[src/design/tedg_pkg.sv]
// Package: states, line signal codes and timing constants of the guard
package tedg_pkg;

  // Layer 1 terminal states F1..F8
  typedef enum logic [2:0] {
    ST_INACTIVE,
    ST_SENSING,
    ST_DEACTIVATED,
    ST_AWAITING,
    ST_IDENTIFYING,
    ST_SYNCHRONIZED,
    ST_ACTIVATED,
    ST_LOST_FRAMING
  } tedg_state_t;

  // Received signal classes, as reported by the line receiver
  localparam logic [2:0] RX_NONE    = 3'h0;
  localparam logic [2:0] RX_INFO0   = 3'h1;
  localparam logic [2:0] RX_INFO2   = 3'h2;
  localparam logic [2:0] RX_INFO4   = 3'h3;
  localparam logic [2:0] RX_UNKNOWN = 3'h4;

  // Transmitted signal codes
  localparam logic [1:0] TX_INFO0 = 2'h0;
  localparam logic [1:0] TX_INFO1 = 2'h1;
  localparam logic [1:0] TX_INFO3 = 2'h3;

  // Clock rate and reaction window for an unknown continuous signal
  localparam int CLK_KHZ         = 125000;
  localparam int REACT_MIN_US    = 250;
  localparam int REACT_MAX_MS    = 25;
  // Least time rounds up, longest rounds down
  localparam int REACT_MIN_CYC   = (REACT_MIN_US * CLK_KHZ + 999) / 1000;
  localparam int REACT_MAX_CYC   = REACT_MAX_MS * CLK_KHZ;
  // Reaction taken at the middle of the window; default persistence time
  localparam int REACT_CYC       = (REACT_MIN_CYC + REACT_MAX_CYC) / 2;
  localparam int PERSIST_MS      = 500;
  localparam int PERSIST_CYC     = PERSIST_MS * CLK_KHZ;

endpackage

[src/design/tedg_timer.sv]
// Down counter: load, count to zero, one-cycle expiry pulse
`timescale 1ns/1ns
`default_nettype none
module tedg_timer #(
  parameter int WIDTH = 32
) (
  // Clock and reset
  input  wire logic             clk_i,
  input  wire logic             arst_n_i,
  // Control
  input  wire logic             load_i,
  input  wire logic             cancel_i,
  input  wire logic [WIDTH-1:0] count_i,
  // Status
  output logic                  run_o,
  output logic                  expire_o
);

  typedef struct packed {
    logic [WIDTH-1:0] cnt;
    logic             run;
    logic             expire;
  } tedg_tmr_t;

  tedg_tmr_t r;
  tedg_tmr_t next_r;

  // Elaboration check: the countdown compare needs at least two bits
  if (WIDTH < 2)
  begin : g_bad_width
    $error("tedg_timer: WIDTH too small");
  end

  // Load wins over cancel so a fresh start is never lost
  always_comb
  begin
    next_r        = r;
    next_r.expire = 1'b0;
    if (load_i)
    begin
      next_r.cnt = count_i;
      next_r.run = 1'b1;
    end
    else if (cancel_i)
    begin
      next_r.run = 1'b0;
    end
    else if (r.run)
    begin
      if (r.cnt <= {{(WIDTH-1){1'b0}}, 1'b1})
      begin
        next_r.run    = 1'b0;
        next_r.expire = 1'b1;
      end
      else
      begin
        next_r.cnt = r.cnt - {{(WIDTH-1){1'b0}}, 1'b1};
      end
    end
  end

  // State register
  always_ff @(posedge clk_i or negedge arst_n_i)
  begin
    if (!arst_n_i)
    begin
      r <= '0;
    end
    else
    begin
      r <= next_r;
    end
  end

  assign run_o    = r.run;
  assign expire_o = r.expire;

endmodule
`default_nettype wire

[src/design/tedg_guard.sv]
// Terminal layer 1 activation machine with deactivation guard
// Function
// - Unknown signal in F6/F7: INFO 0 within window
// - Start persistence timer on INFO 0 exit from F7 or F8
// - Deactivation indication only on expiry before reactivation
// - Withhold INFO 1 on foreign line signals
// - States F1-F8 with their transmitted INFO
`timescale 1ns/1ns
`default_nettype none
module tedg_guard #(
  parameter int REACT_CYC   = tedg_pkg::REACT_CYC,
  parameter int PERSIST_CYC = tedg_pkg::PERSIST_CYC
) (
  // Clock and reset
  input  wire logic       CORE_CLK_I,
  input  wire logic       ARST_N_I,
  // Line receiver classification, same clock domain
  input  wire logic [2:0] RX_CLASS_I,
  input  wire logic       RX_FRAMED_I,
  // Layer 2 and management requests, one-cycle pulses; POWER_OK_I is a level, low forces F1
  input  wire logic       ACT_REQ_I,
  input  wire logic       POWER_OK_I,
  input  wire logic       T3_EXPIRE_I,
  // Transmitter and state
  output logic [1:0]      TX_INFO_O,
  output logic [2:0]      STATE_O,
  // Indications to layer 2, one-cycle pulses
  output logic            ACT_IND_O,
  output logic            DEACT_IND_O
);

  typedef struct packed {
    tedg_pkg::tedg_state_t st;
    logic [31:0]           react_cnt;
    logic [1:0]            tx;
    logic                  act_ind;
    logic                  deact_ind;
  } tedg_main_t;

  tedg_main_t r;
  tedg_main_t next_r;
  logic       t_load;
  logic       t_cancel;
  logic       t_expire;
  logic       foreign;

  // Elaboration checks: reaction inside its window, hold time positive
  if (REACT_CYC < tedg_pkg::REACT_MIN_CYC ||
      REACT_CYC > tedg_pkg::REACT_MAX_CYC)
  begin : g_bad_react
    $error("tedg_guard: REACT_CYC outside reaction window");
  end
  if (PERSIST_CYC < 1)
  begin : g_bad_persist
    $error("tedg_guard: PERSIST_CYC must be positive");
  end

  // Foreign signal: anything not INFO 0, 2 or 4 while a signal is present
  assign foreign = (RX_CLASS_I != tedg_pkg::RX_INFO0) &&
                   (RX_CLASS_I != tedg_pkg::RX_INFO2) &&
                   (RX_CLASS_I != tedg_pkg::RX_INFO4) &&
                   (RX_CLASS_I != tedg_pkg::RX_NONE);

  // Persistence timer
  tedg_timer #(
    .WIDTH (32)
  ) u_persist (
    .clk_i    (CORE_CLK_I),
    .arst_n_i (ARST_N_I),
    .load_i   (t_load),
    .cancel_i (t_cancel),
    .count_i  (32'(PERSIST_CYC)),
    .run_o    (),
    .expire_o (t_expire)
  );

  // Next state, timer control and transmitter choice
  always_comb
  begin
    next_r           = r;
    next_r.act_ind   = 1'b0;
    next_r.deact_ind = 1'b0;
    t_load           = 1'b0;
    t_cancel         = 1'b0;
    if (!POWER_OK_I)
    begin
      next_r.st        = tedg_pkg::ST_INACTIVE;
      next_r.react_cnt = '0;
      t_cancel         = 1'b1;
    end
    else
    begin
      unique case (r.st)
        tedg_pkg::ST_INACTIVE:
        begin
          next_r.st = tedg_pkg::ST_SENSING;
        end
        tedg_pkg::ST_SENSING:
        begin
          next_r.st = tedg_pkg::ST_DEACTIVATED;
        end
        tedg_pkg::ST_DEACTIVATED:
        begin
          if (ACT_REQ_I)
          begin
            next_r.st = tedg_pkg::ST_AWAITING;
          end
          else if (RX_CLASS_I != tedg_pkg::RX_NONE &&
                   RX_CLASS_I != tedg_pkg::RX_INFO0)
          begin
            next_r.st = tedg_pkg::ST_IDENTIFYING;
          end
        end
        tedg_pkg::ST_AWAITING:
        begin
          if (T3_EXPIRE_I)
          begin
            next_r.st = tedg_pkg::ST_DEACTIVATED;
          end
          else if (RX_CLASS_I != tedg_pkg::RX_NONE &&
                   RX_CLASS_I != tedg_pkg::RX_INFO0)
          begin
            next_r.st = tedg_pkg::ST_IDENTIFYING;
          end
        end
        tedg_pkg::ST_IDENTIFYING:
        begin
          if (RX_CLASS_I == tedg_pkg::RX_INFO2)
          begin
            next_r.st = tedg_pkg::ST_SYNCHRONIZED;
          end
          else if (RX_CLASS_I == tedg_pkg::RX_INFO4)
          begin
            next_r.st = tedg_pkg::ST_ACTIVATED;
          end
          else if (RX_CLASS_I == tedg_pkg::RX_INFO0)
          begin
            next_r.st = tedg_pkg::ST_DEACTIVATED;
          end
        end
        tedg_pkg::ST_SYNCHRONIZED:
        begin
          if (RX_CLASS_I == tedg_pkg::RX_INFO4)
          begin
            next_r.st = tedg_pkg::ST_ACTIVATED;
          end
          else if (RX_CLASS_I == tedg_pkg::RX_INFO0)
          begin
            next_r.st = tedg_pkg::ST_DEACTIVATED;
          end
          else if (!RX_FRAMED_I && RX_CLASS_I != tedg_pkg::RX_UNKNOWN)
          begin
            next_r.st = tedg_pkg::ST_LOST_FRAMING;
          end
        end
        tedg_pkg::ST_ACTIVATED:
        begin
          if (RX_CLASS_I == tedg_pkg::RX_INFO0)
          begin
            next_r.st = tedg_pkg::ST_DEACTIVATED;
            t_load    = 1'b1;
          end
          else if (RX_CLASS_I == tedg_pkg::RX_INFO2)
          begin
            next_r.st = tedg_pkg::ST_SYNCHRONIZED;
          end
          // leaving for F8 would send INFO 0 too early
          else if (!RX_FRAMED_I && RX_CLASS_I != tedg_pkg::RX_UNKNOWN)
          begin
            next_r.st = tedg_pkg::ST_LOST_FRAMING;
          end
        end
        tedg_pkg::ST_LOST_FRAMING:
        begin
          if (RX_CLASS_I == tedg_pkg::RX_INFO0)
          begin
            next_r.st = tedg_pkg::ST_DEACTIVATED;
            t_load    = 1'b1;
          end
          else if (RX_CLASS_I == tedg_pkg::RX_INFO2 && RX_FRAMED_I)
          begin
            next_r.st = tedg_pkg::ST_SYNCHRONIZED;
          end
          else if (RX_CLASS_I == tedg_pkg::RX_INFO4 && RX_FRAMED_I)
          begin
            next_r.st = tedg_pkg::ST_ACTIVATED;
          end
        end
      endcase

      if ((r.st == tedg_pkg::ST_SYNCHRONIZED ||
           r.st == tedg_pkg::ST_ACTIVATED) &&
          RX_CLASS_I == tedg_pkg::RX_UNKNOWN)
      begin
        next_r.react_cnt = r.react_cnt + 32'h1;
      end
      else
      begin
        next_r.react_cnt = '0;
      end
    end

    if (next_r.st == tedg_pkg::ST_ACTIVATED && r.st != tedg_pkg::ST_ACTIVATED)
    begin
      next_r.act_ind = 1'b1;
      t_cancel       = 1'b1;
    end
    if (t_expire && r.st != tedg_pkg::ST_ACTIVATED)
    begin
      next_r.deact_ind = 1'b1;
    end

    unique case (next_r.st)
      tedg_pkg::ST_AWAITING:     next_r.tx = tedg_pkg::TX_INFO1;
      tedg_pkg::ST_SYNCHRONIZED: next_r.tx = tedg_pkg::TX_INFO3;
      tedg_pkg::ST_ACTIVATED:    next_r.tx = tedg_pkg::TX_INFO3;
      default:                   next_r.tx = tedg_pkg::TX_INFO0;
    endcase
    if (next_r.tx == tedg_pkg::TX_INFO1 && foreign)
    begin
      next_r.tx = tedg_pkg::TX_INFO0;
    end
    if (next_r.react_cnt >= 32'(REACT_CYC))
    begin
      next_r.tx        = tedg_pkg::TX_INFO0;
      next_r.react_cnt = 32'(REACT_CYC);
    end
  end

  // timer reload cancels pending expiry
  // State register; timer restart handled inside tedg_timer (load wins)
  always_ff @(posedge CORE_CLK_I or negedge ARST_N_I)
  begin
    if (!ARST_N_I)
    begin
      r <= '0;
    end
    else
    begin
      r <= next_r;
    end
  end

  // Outputs, all from flip-flops
  assign TX_INFO_O   = r.tx;
  assign STATE_O     = r.st;
  assign ACT_IND_O   = r.act_ind;
  assign DEACT_IND_O = r.deact_ind;

endmodule
`default_nettype wire

[config.mk]
export PLATFORM = sky130hd
export DESIGN_NAME = tedg_guard
export DESIGN_NICKNAME = d
export VERILOG_FILES = /design/src/design/tedg_pkg.sv /design/src/design/tedg_timer.sv /design/src/design/tedg_guard.sv
export SDC_FILE = /design/constraint.sdc
export NUM_CORES = 1
export LEC_CHECK = 0
export BUFFER_PORTS_ARGS = -buffer_cell sky130_fd_sc_hd__buf_4
export CAP_MARGIN = 20
export CELL_PAD_IN_SITES_DETAIL_PLACEMENT = 0
export CELL_PAD_IN_SITES_GLOBAL_PLACEMENT = 2
export CORE_MARGIN = 1
export CORE_UTILIZATION = 40
export CTS_CLUSTER_SIZE = 20
export DETAILED_ROUTE_END_ITERATION = 8
export GPL_ROUTABILITY_DRIVEN = 1
export GPL_TIMING_DRIVEN = 1
export PLACE_DENSITY_LB_ADDON = 0.12
export SLEW_MARGIN = 0
export SYNTH_ARGS = -nofsm -noshare
export SYNTH_HDL_FRONTEND = slang
export SYNTH_SLANG_ARGS = --single-unit
[constraint.sdc]
create_clock -name CORE_CLK_I -period 3.4 [get_ports CORE_CLK_I]
set_input_delay 0.68 -clock CORE_CLK_I [delete_from_list [all_inputs] [get_ports CORE_CLK_I]]
set_output_delay 0.68 -clock CORE_CLK_I [all_outputs]
set_load 0.05 [all_outputs]
==> After elaboration in Yosys (flattened, before gate mapping) <==
Cells that the tools add are included.
{ "word_totals": {"register_bits": 73, "latchBits": 0, "mem_bits_rw": 0, "romBits": 0, "in_bits": 9, "output_inout_bits": 7, "word_cells": 88, "n_memories": 0} }
{ "op_classes": {"n_addsub": 2, "mul": 0, "n_div": 0, "magnitude_cmp": 2, "n_eq_ne": 22, "shift": 0, "muxes": 35, "n_bitwise": 0, "reduce_logical": 19} }
{ "ops": {"columns": ["operator", "count"], "rows": [
  ["$mux 32", 3],
  ["$mux 34", 2],
  ["$mux 3", 14],
  ["$mux 35", 1],
  ["$mux 33", 1],
  ["$add 32x1->32 const B", 1],
  ["$ge 32x21->1 const B", 1],
  ["$le 32x1->1 const B", 1],
  ["$sub 32x1->32 const B", 1],
  ["$pmux 3 s8", 1],
  ["$eq 3x3->1 const B", 7],
  ["$eq 3x2->1 const B", 5],
  ["$logic_and 1x1->1", 11],
  ["$mux 1", 10],
  ["$eq 3x1->1 const B", 2],
  ["$ne 3x2->1 const B", 2],
  ["$ne 3x3->1 const B", 2],
  ["$mux 2", 2],
  ["$ne 2x2->1 const B", 2],
  ["$pmux 2 s2", 1],
  ["$reduce_or 2->1", 2],
  ["$logic_not 3->1", 1],
  ["$ne 3x1->1 const B", 1],
  ["$reduce_and 3->1", 1],
  ["5 further kinds", 5]
]} }

==> Longest topological paths before layout <==
{ "logic_depth": {"word_depth": 14, "depth_mapped": 11, "ltp_nobuf": 9} }

==> Modules after synthesis <==
Synthesis repeated with hierarchy kept, for this count alone.
{ "unflattened": {"cells_unflattened": 544, "area_unflattened_um2": 4835.9} }
{ "modules_own_cells": {"columns": ["mod", "instances", "cells_each", "area_each_um2", "seq_area_each_um2"], "rows": [
  ["tedg_guard", 1, 279, 2595.0, 975.9],
  ["tedg_timer", 1, 265, 2240.9, 850.8]
]} }

==> Worst setup path before layout <==
No wires, ideal clock.
{ "synth_path": {"path_type": "register -> register", "from": "reg r[4] (netlist name)", "to": "reg r[9] (netlist name)", "setup_time_ns": 0.087, "arrival_time_ns": 2.743, "t_required_ns": 3.313, "slack_ns": 0.570, "path_stages_with_launch": 12, "path_buffers": 3, "synth_period_minus_slack_ns": 2.830, "cell_sequence": "dfrtp_1 ha_1 and3_1 buf_4 nand2_1 buf_6 o31ai_1 nand4_1 or4_2 or3_1 buf_6 a211oi_2"} }
{ "synth_lines": {"columns": ["item", "line_no", "text"], "rows": [
  ["start: declaration", "tedg_guard.sv:40", "tedg_main_t r;"],
  ["start signal: assignment", "tedg_guard.sv:240", "r <= next_r;"]
]} }

==> out/qor.txt <==
combinational fraction of design power -> 5.2%
Reg clk slew, reported paths -> 0.06 ns
Most used DFF post-synth -> dfrtp_1
Post-synth top cells -> dfrtp_1, nand3_1, nor3_1
Cell Chain, Critical Path -> nand4_2 > or4_1 > nor4_4 > mux2i_1 > o22ai_1 > or3_1 > nor3_1
die area -> 11800 sq um
initial antenna violation count -> 0
cell count after synthesis -> 498
max incr delay on CP -> 0.76 ns
reg2reg setup slack -> 0.30 ns
CTS max path bufs -> 2
fin. max-slew vios -> 0
Post-Place Cell Area -> 4780 sq um
fin crit share -> 91.1%
Data required, critical path -> 3.64 ns
Setup violations, final -> 0
Initial Util -> 41.5%
Post-DRT Antenna Nets -> 0
Rel. slew slack -> 35.7%
worst path arrival time -> 3.33 ns
row count -> 38
Tightest Hold Check Type -> input pin to async pin
Fmax -> 323 MHz
Seq pwr share -> 43.4%
Detailed Route WL -> 11200 microns
Synth area leaders -> dfrtp_1, nand3_1, nor3_1
share of cells above drive strength 1 -> 13.4%
PortBufs -> 15
Pwr Total -> 2.07 mW
P_int -> 1.60 mW
grt ovf -> 0
mapped cell area -> 4530 sq um
Clk pwr share -> 51.4%
CP Launch Type -> register
Synth warnings -> 0
number of diodes -> 0
Placer Congestion -> 0.809
pre-CTS setup slack -> 0.161 ns
post-route cell area -> 5110 sq um
switching power -> 468 uW
R2R depth -> 7
max capacitance violation total -> 0
H-tree Lvls -> 3
setup_tns -> 0 ns
status -> finished clean
DP Cell Count -> 646
# Post-CTS Setup Buffers -> 0
Top Ports -> 16
Die Y -> 108 microns
worst-path fanout max -> 9
CP delay by family, top -> simple AND/OR/NAND/NOR gates
largest net degree at the start of global routing -> 74
final hold vios -> 0
CP Class -> register to register
Critical Path Sink Type -> register
nets -> 529
setup slack after layout -> 0.304 ns
leakage -> 2.17 nW
fin cells -> 662
reg2reg end -> r[21]
# DRC -> 0
DRT Pass-1 Iters -> 5
peak supply drop -> 0.000183 V
Slew @ Worst Pin -> 0.965 ns
most frequent cell after synthesis -> dfrtp_1
RSZ-0062 raised after global routing -> no
register bit total from synthesis -> 73
Vias -> 3944
ys async rst share -> 100%
Die X -> 108 microns
Num CTS Buffers -> 9
final worst path period need -> 3.10 ns
Wirelength per Cell -> 17.0 microns
number of fill cells -> 1077
post-DR vias/cell -> 5.96
Iter 0 DRT Violations -> 228
EDFF count, synth -> 0
worst-skew pair later-pin latency -> 0.33 ns
DP HPWL -> 7690 microns
TritonCTS Sinks -> 73
CTS Root Cell -> clkbuf_16
clk_skew -> 0.00708 ns
PostCTS Resize Cnt -> 0
first-pass GRT wire length -> 18800 microns
Reg2Reg Launch Point -> r[12]
vias in the first global route -> 3759
post-synthesis average cell area -> 9.10 sq um
Netlist cell types -> 71
part of the Yosys area used for sequential elements -> 40.3%
post-synth top area cell -> dfrtp_1
core region area -> 10900 sq um
top cell type's share of synthesized area -> 40.3%
critical path's slowest cell -> or4_1
CTS tree -> built
Tot GR Track Use -> 20.5%
area grow syn2layout -> 12.7%
switching part of the total -> 22.7%
crit path buf inv count -> 0
Hold Buf Count CTS -> 0
power density over the cells -> 404 nW/um^2
## power groups by stage
stage / Sequential, mW / Clock (mW) / Combinational, mW
2_1_floorplan: 0.904 / 0 / 0.0733
3_3_place_gp: 0.913 / 0 / 0.108
3_5_place_dp: 0.913 / 0 / 0.109
4_1_cts: 0.897 / 1.08 / 0.109
5_1_grt: 0.899 / 1.12 / 0.119
6_report: 0.897 / 1.06 / 0.107
## final cells by class
type	count	area [sq um]	share of cell area, %
flip-flops and latches	73	1830	35.8
repair buffers	30	225	4.41
multi-input cells	394	2520	49.3
clock inverters	5	77.6	1.52
inverters	9	33.8	0.661
well taps	140	175	3.43
clock buffers	11	253	4.95
## worst reg2reg max path, delay by kind of cell, from the launching register on
kind / cells / cell delay (ns)
simple gates: 5 / 2.19
mux: 1 / 0.21
compound gates: 1 / 0.14
flops: 1 / 0.46
## cells in the final DEF (no fill, tap or decap), types with 11 or more instances in the layout
master,synthesis,routed
a21oi_1,21,21
buf_4,14,30
conb_1,1,11
dfrtp_1,73,73
nand2_1,29,29
nand3_1,33,33
nand4_1,11,11
nor2_1,25,25
nor3_1,31,31
o21ai_0,24,24
or3_1,24,24
or4_1,13,13
xnor2_1,17,17
## routing by layer
layer / share of wire [%] / wire [microns] / GRT usage, %
met5: 0 / 0 / 0
met4: 1.6 / 178 / 7.63
met1: 53 / 5940 / 30.4
met3: 3.0 / 336 / 2.89
met2: 43 / 4790 / 30.0
## flip-flops by register name (all words and copies together), names as in the netlist
| register | count |
|---|---|
| r | 32 |
| TX_INFO_O | 2 |
| ACT_IND_O | 1 |
| u_persist.run_o | 1 |
| STATE_O | 3 |
| u_persist.expire_o | 1 |
| DEACT_IND_O | 1 |
| u_persist.r | 32 |
## cell families after synthesis
family	share of synthesized area [%]
AND/OR/NAND/NOR	30.9
buffers and inverters	5.00
other	0.0827
multiplexers	0.883
flip-flops	40.3
adder cells (fa/ha/maj)	0.828
AO/OA/AOI/OAI	17.2
XOR/XNOR	4.83
## metrics by stage
stage | hold WS (ns) | util, %
final | 0.455 | 46.7
after global routing | 0.509 | 46.7
after CTS | 0.487 | 46.7
after detailed placement | 0.470 | 43.7
after global placement | 0.485 | 43.7
after floorplan | 0.384 | -
## worst max path at each step
stage,slack [ns],cells after the start,startpoint,to
6_report,0.30,7,r[12],r[21]
5_1_grt,0.07,8,r[4],r[10]
4_1_cts,0.31,7,r[11],r[10]
3_5_place_dp,0.16,8,RX_CLASS_I[2],u_persist.r[9]
3_3_place_gp,0.24,8,RX_CLASS_I[2],u_persist.r[7]
2_1_floorplan,0.57,11,r[4],r[9]
No activity file was read; power rests on OpenSTA's default activity.
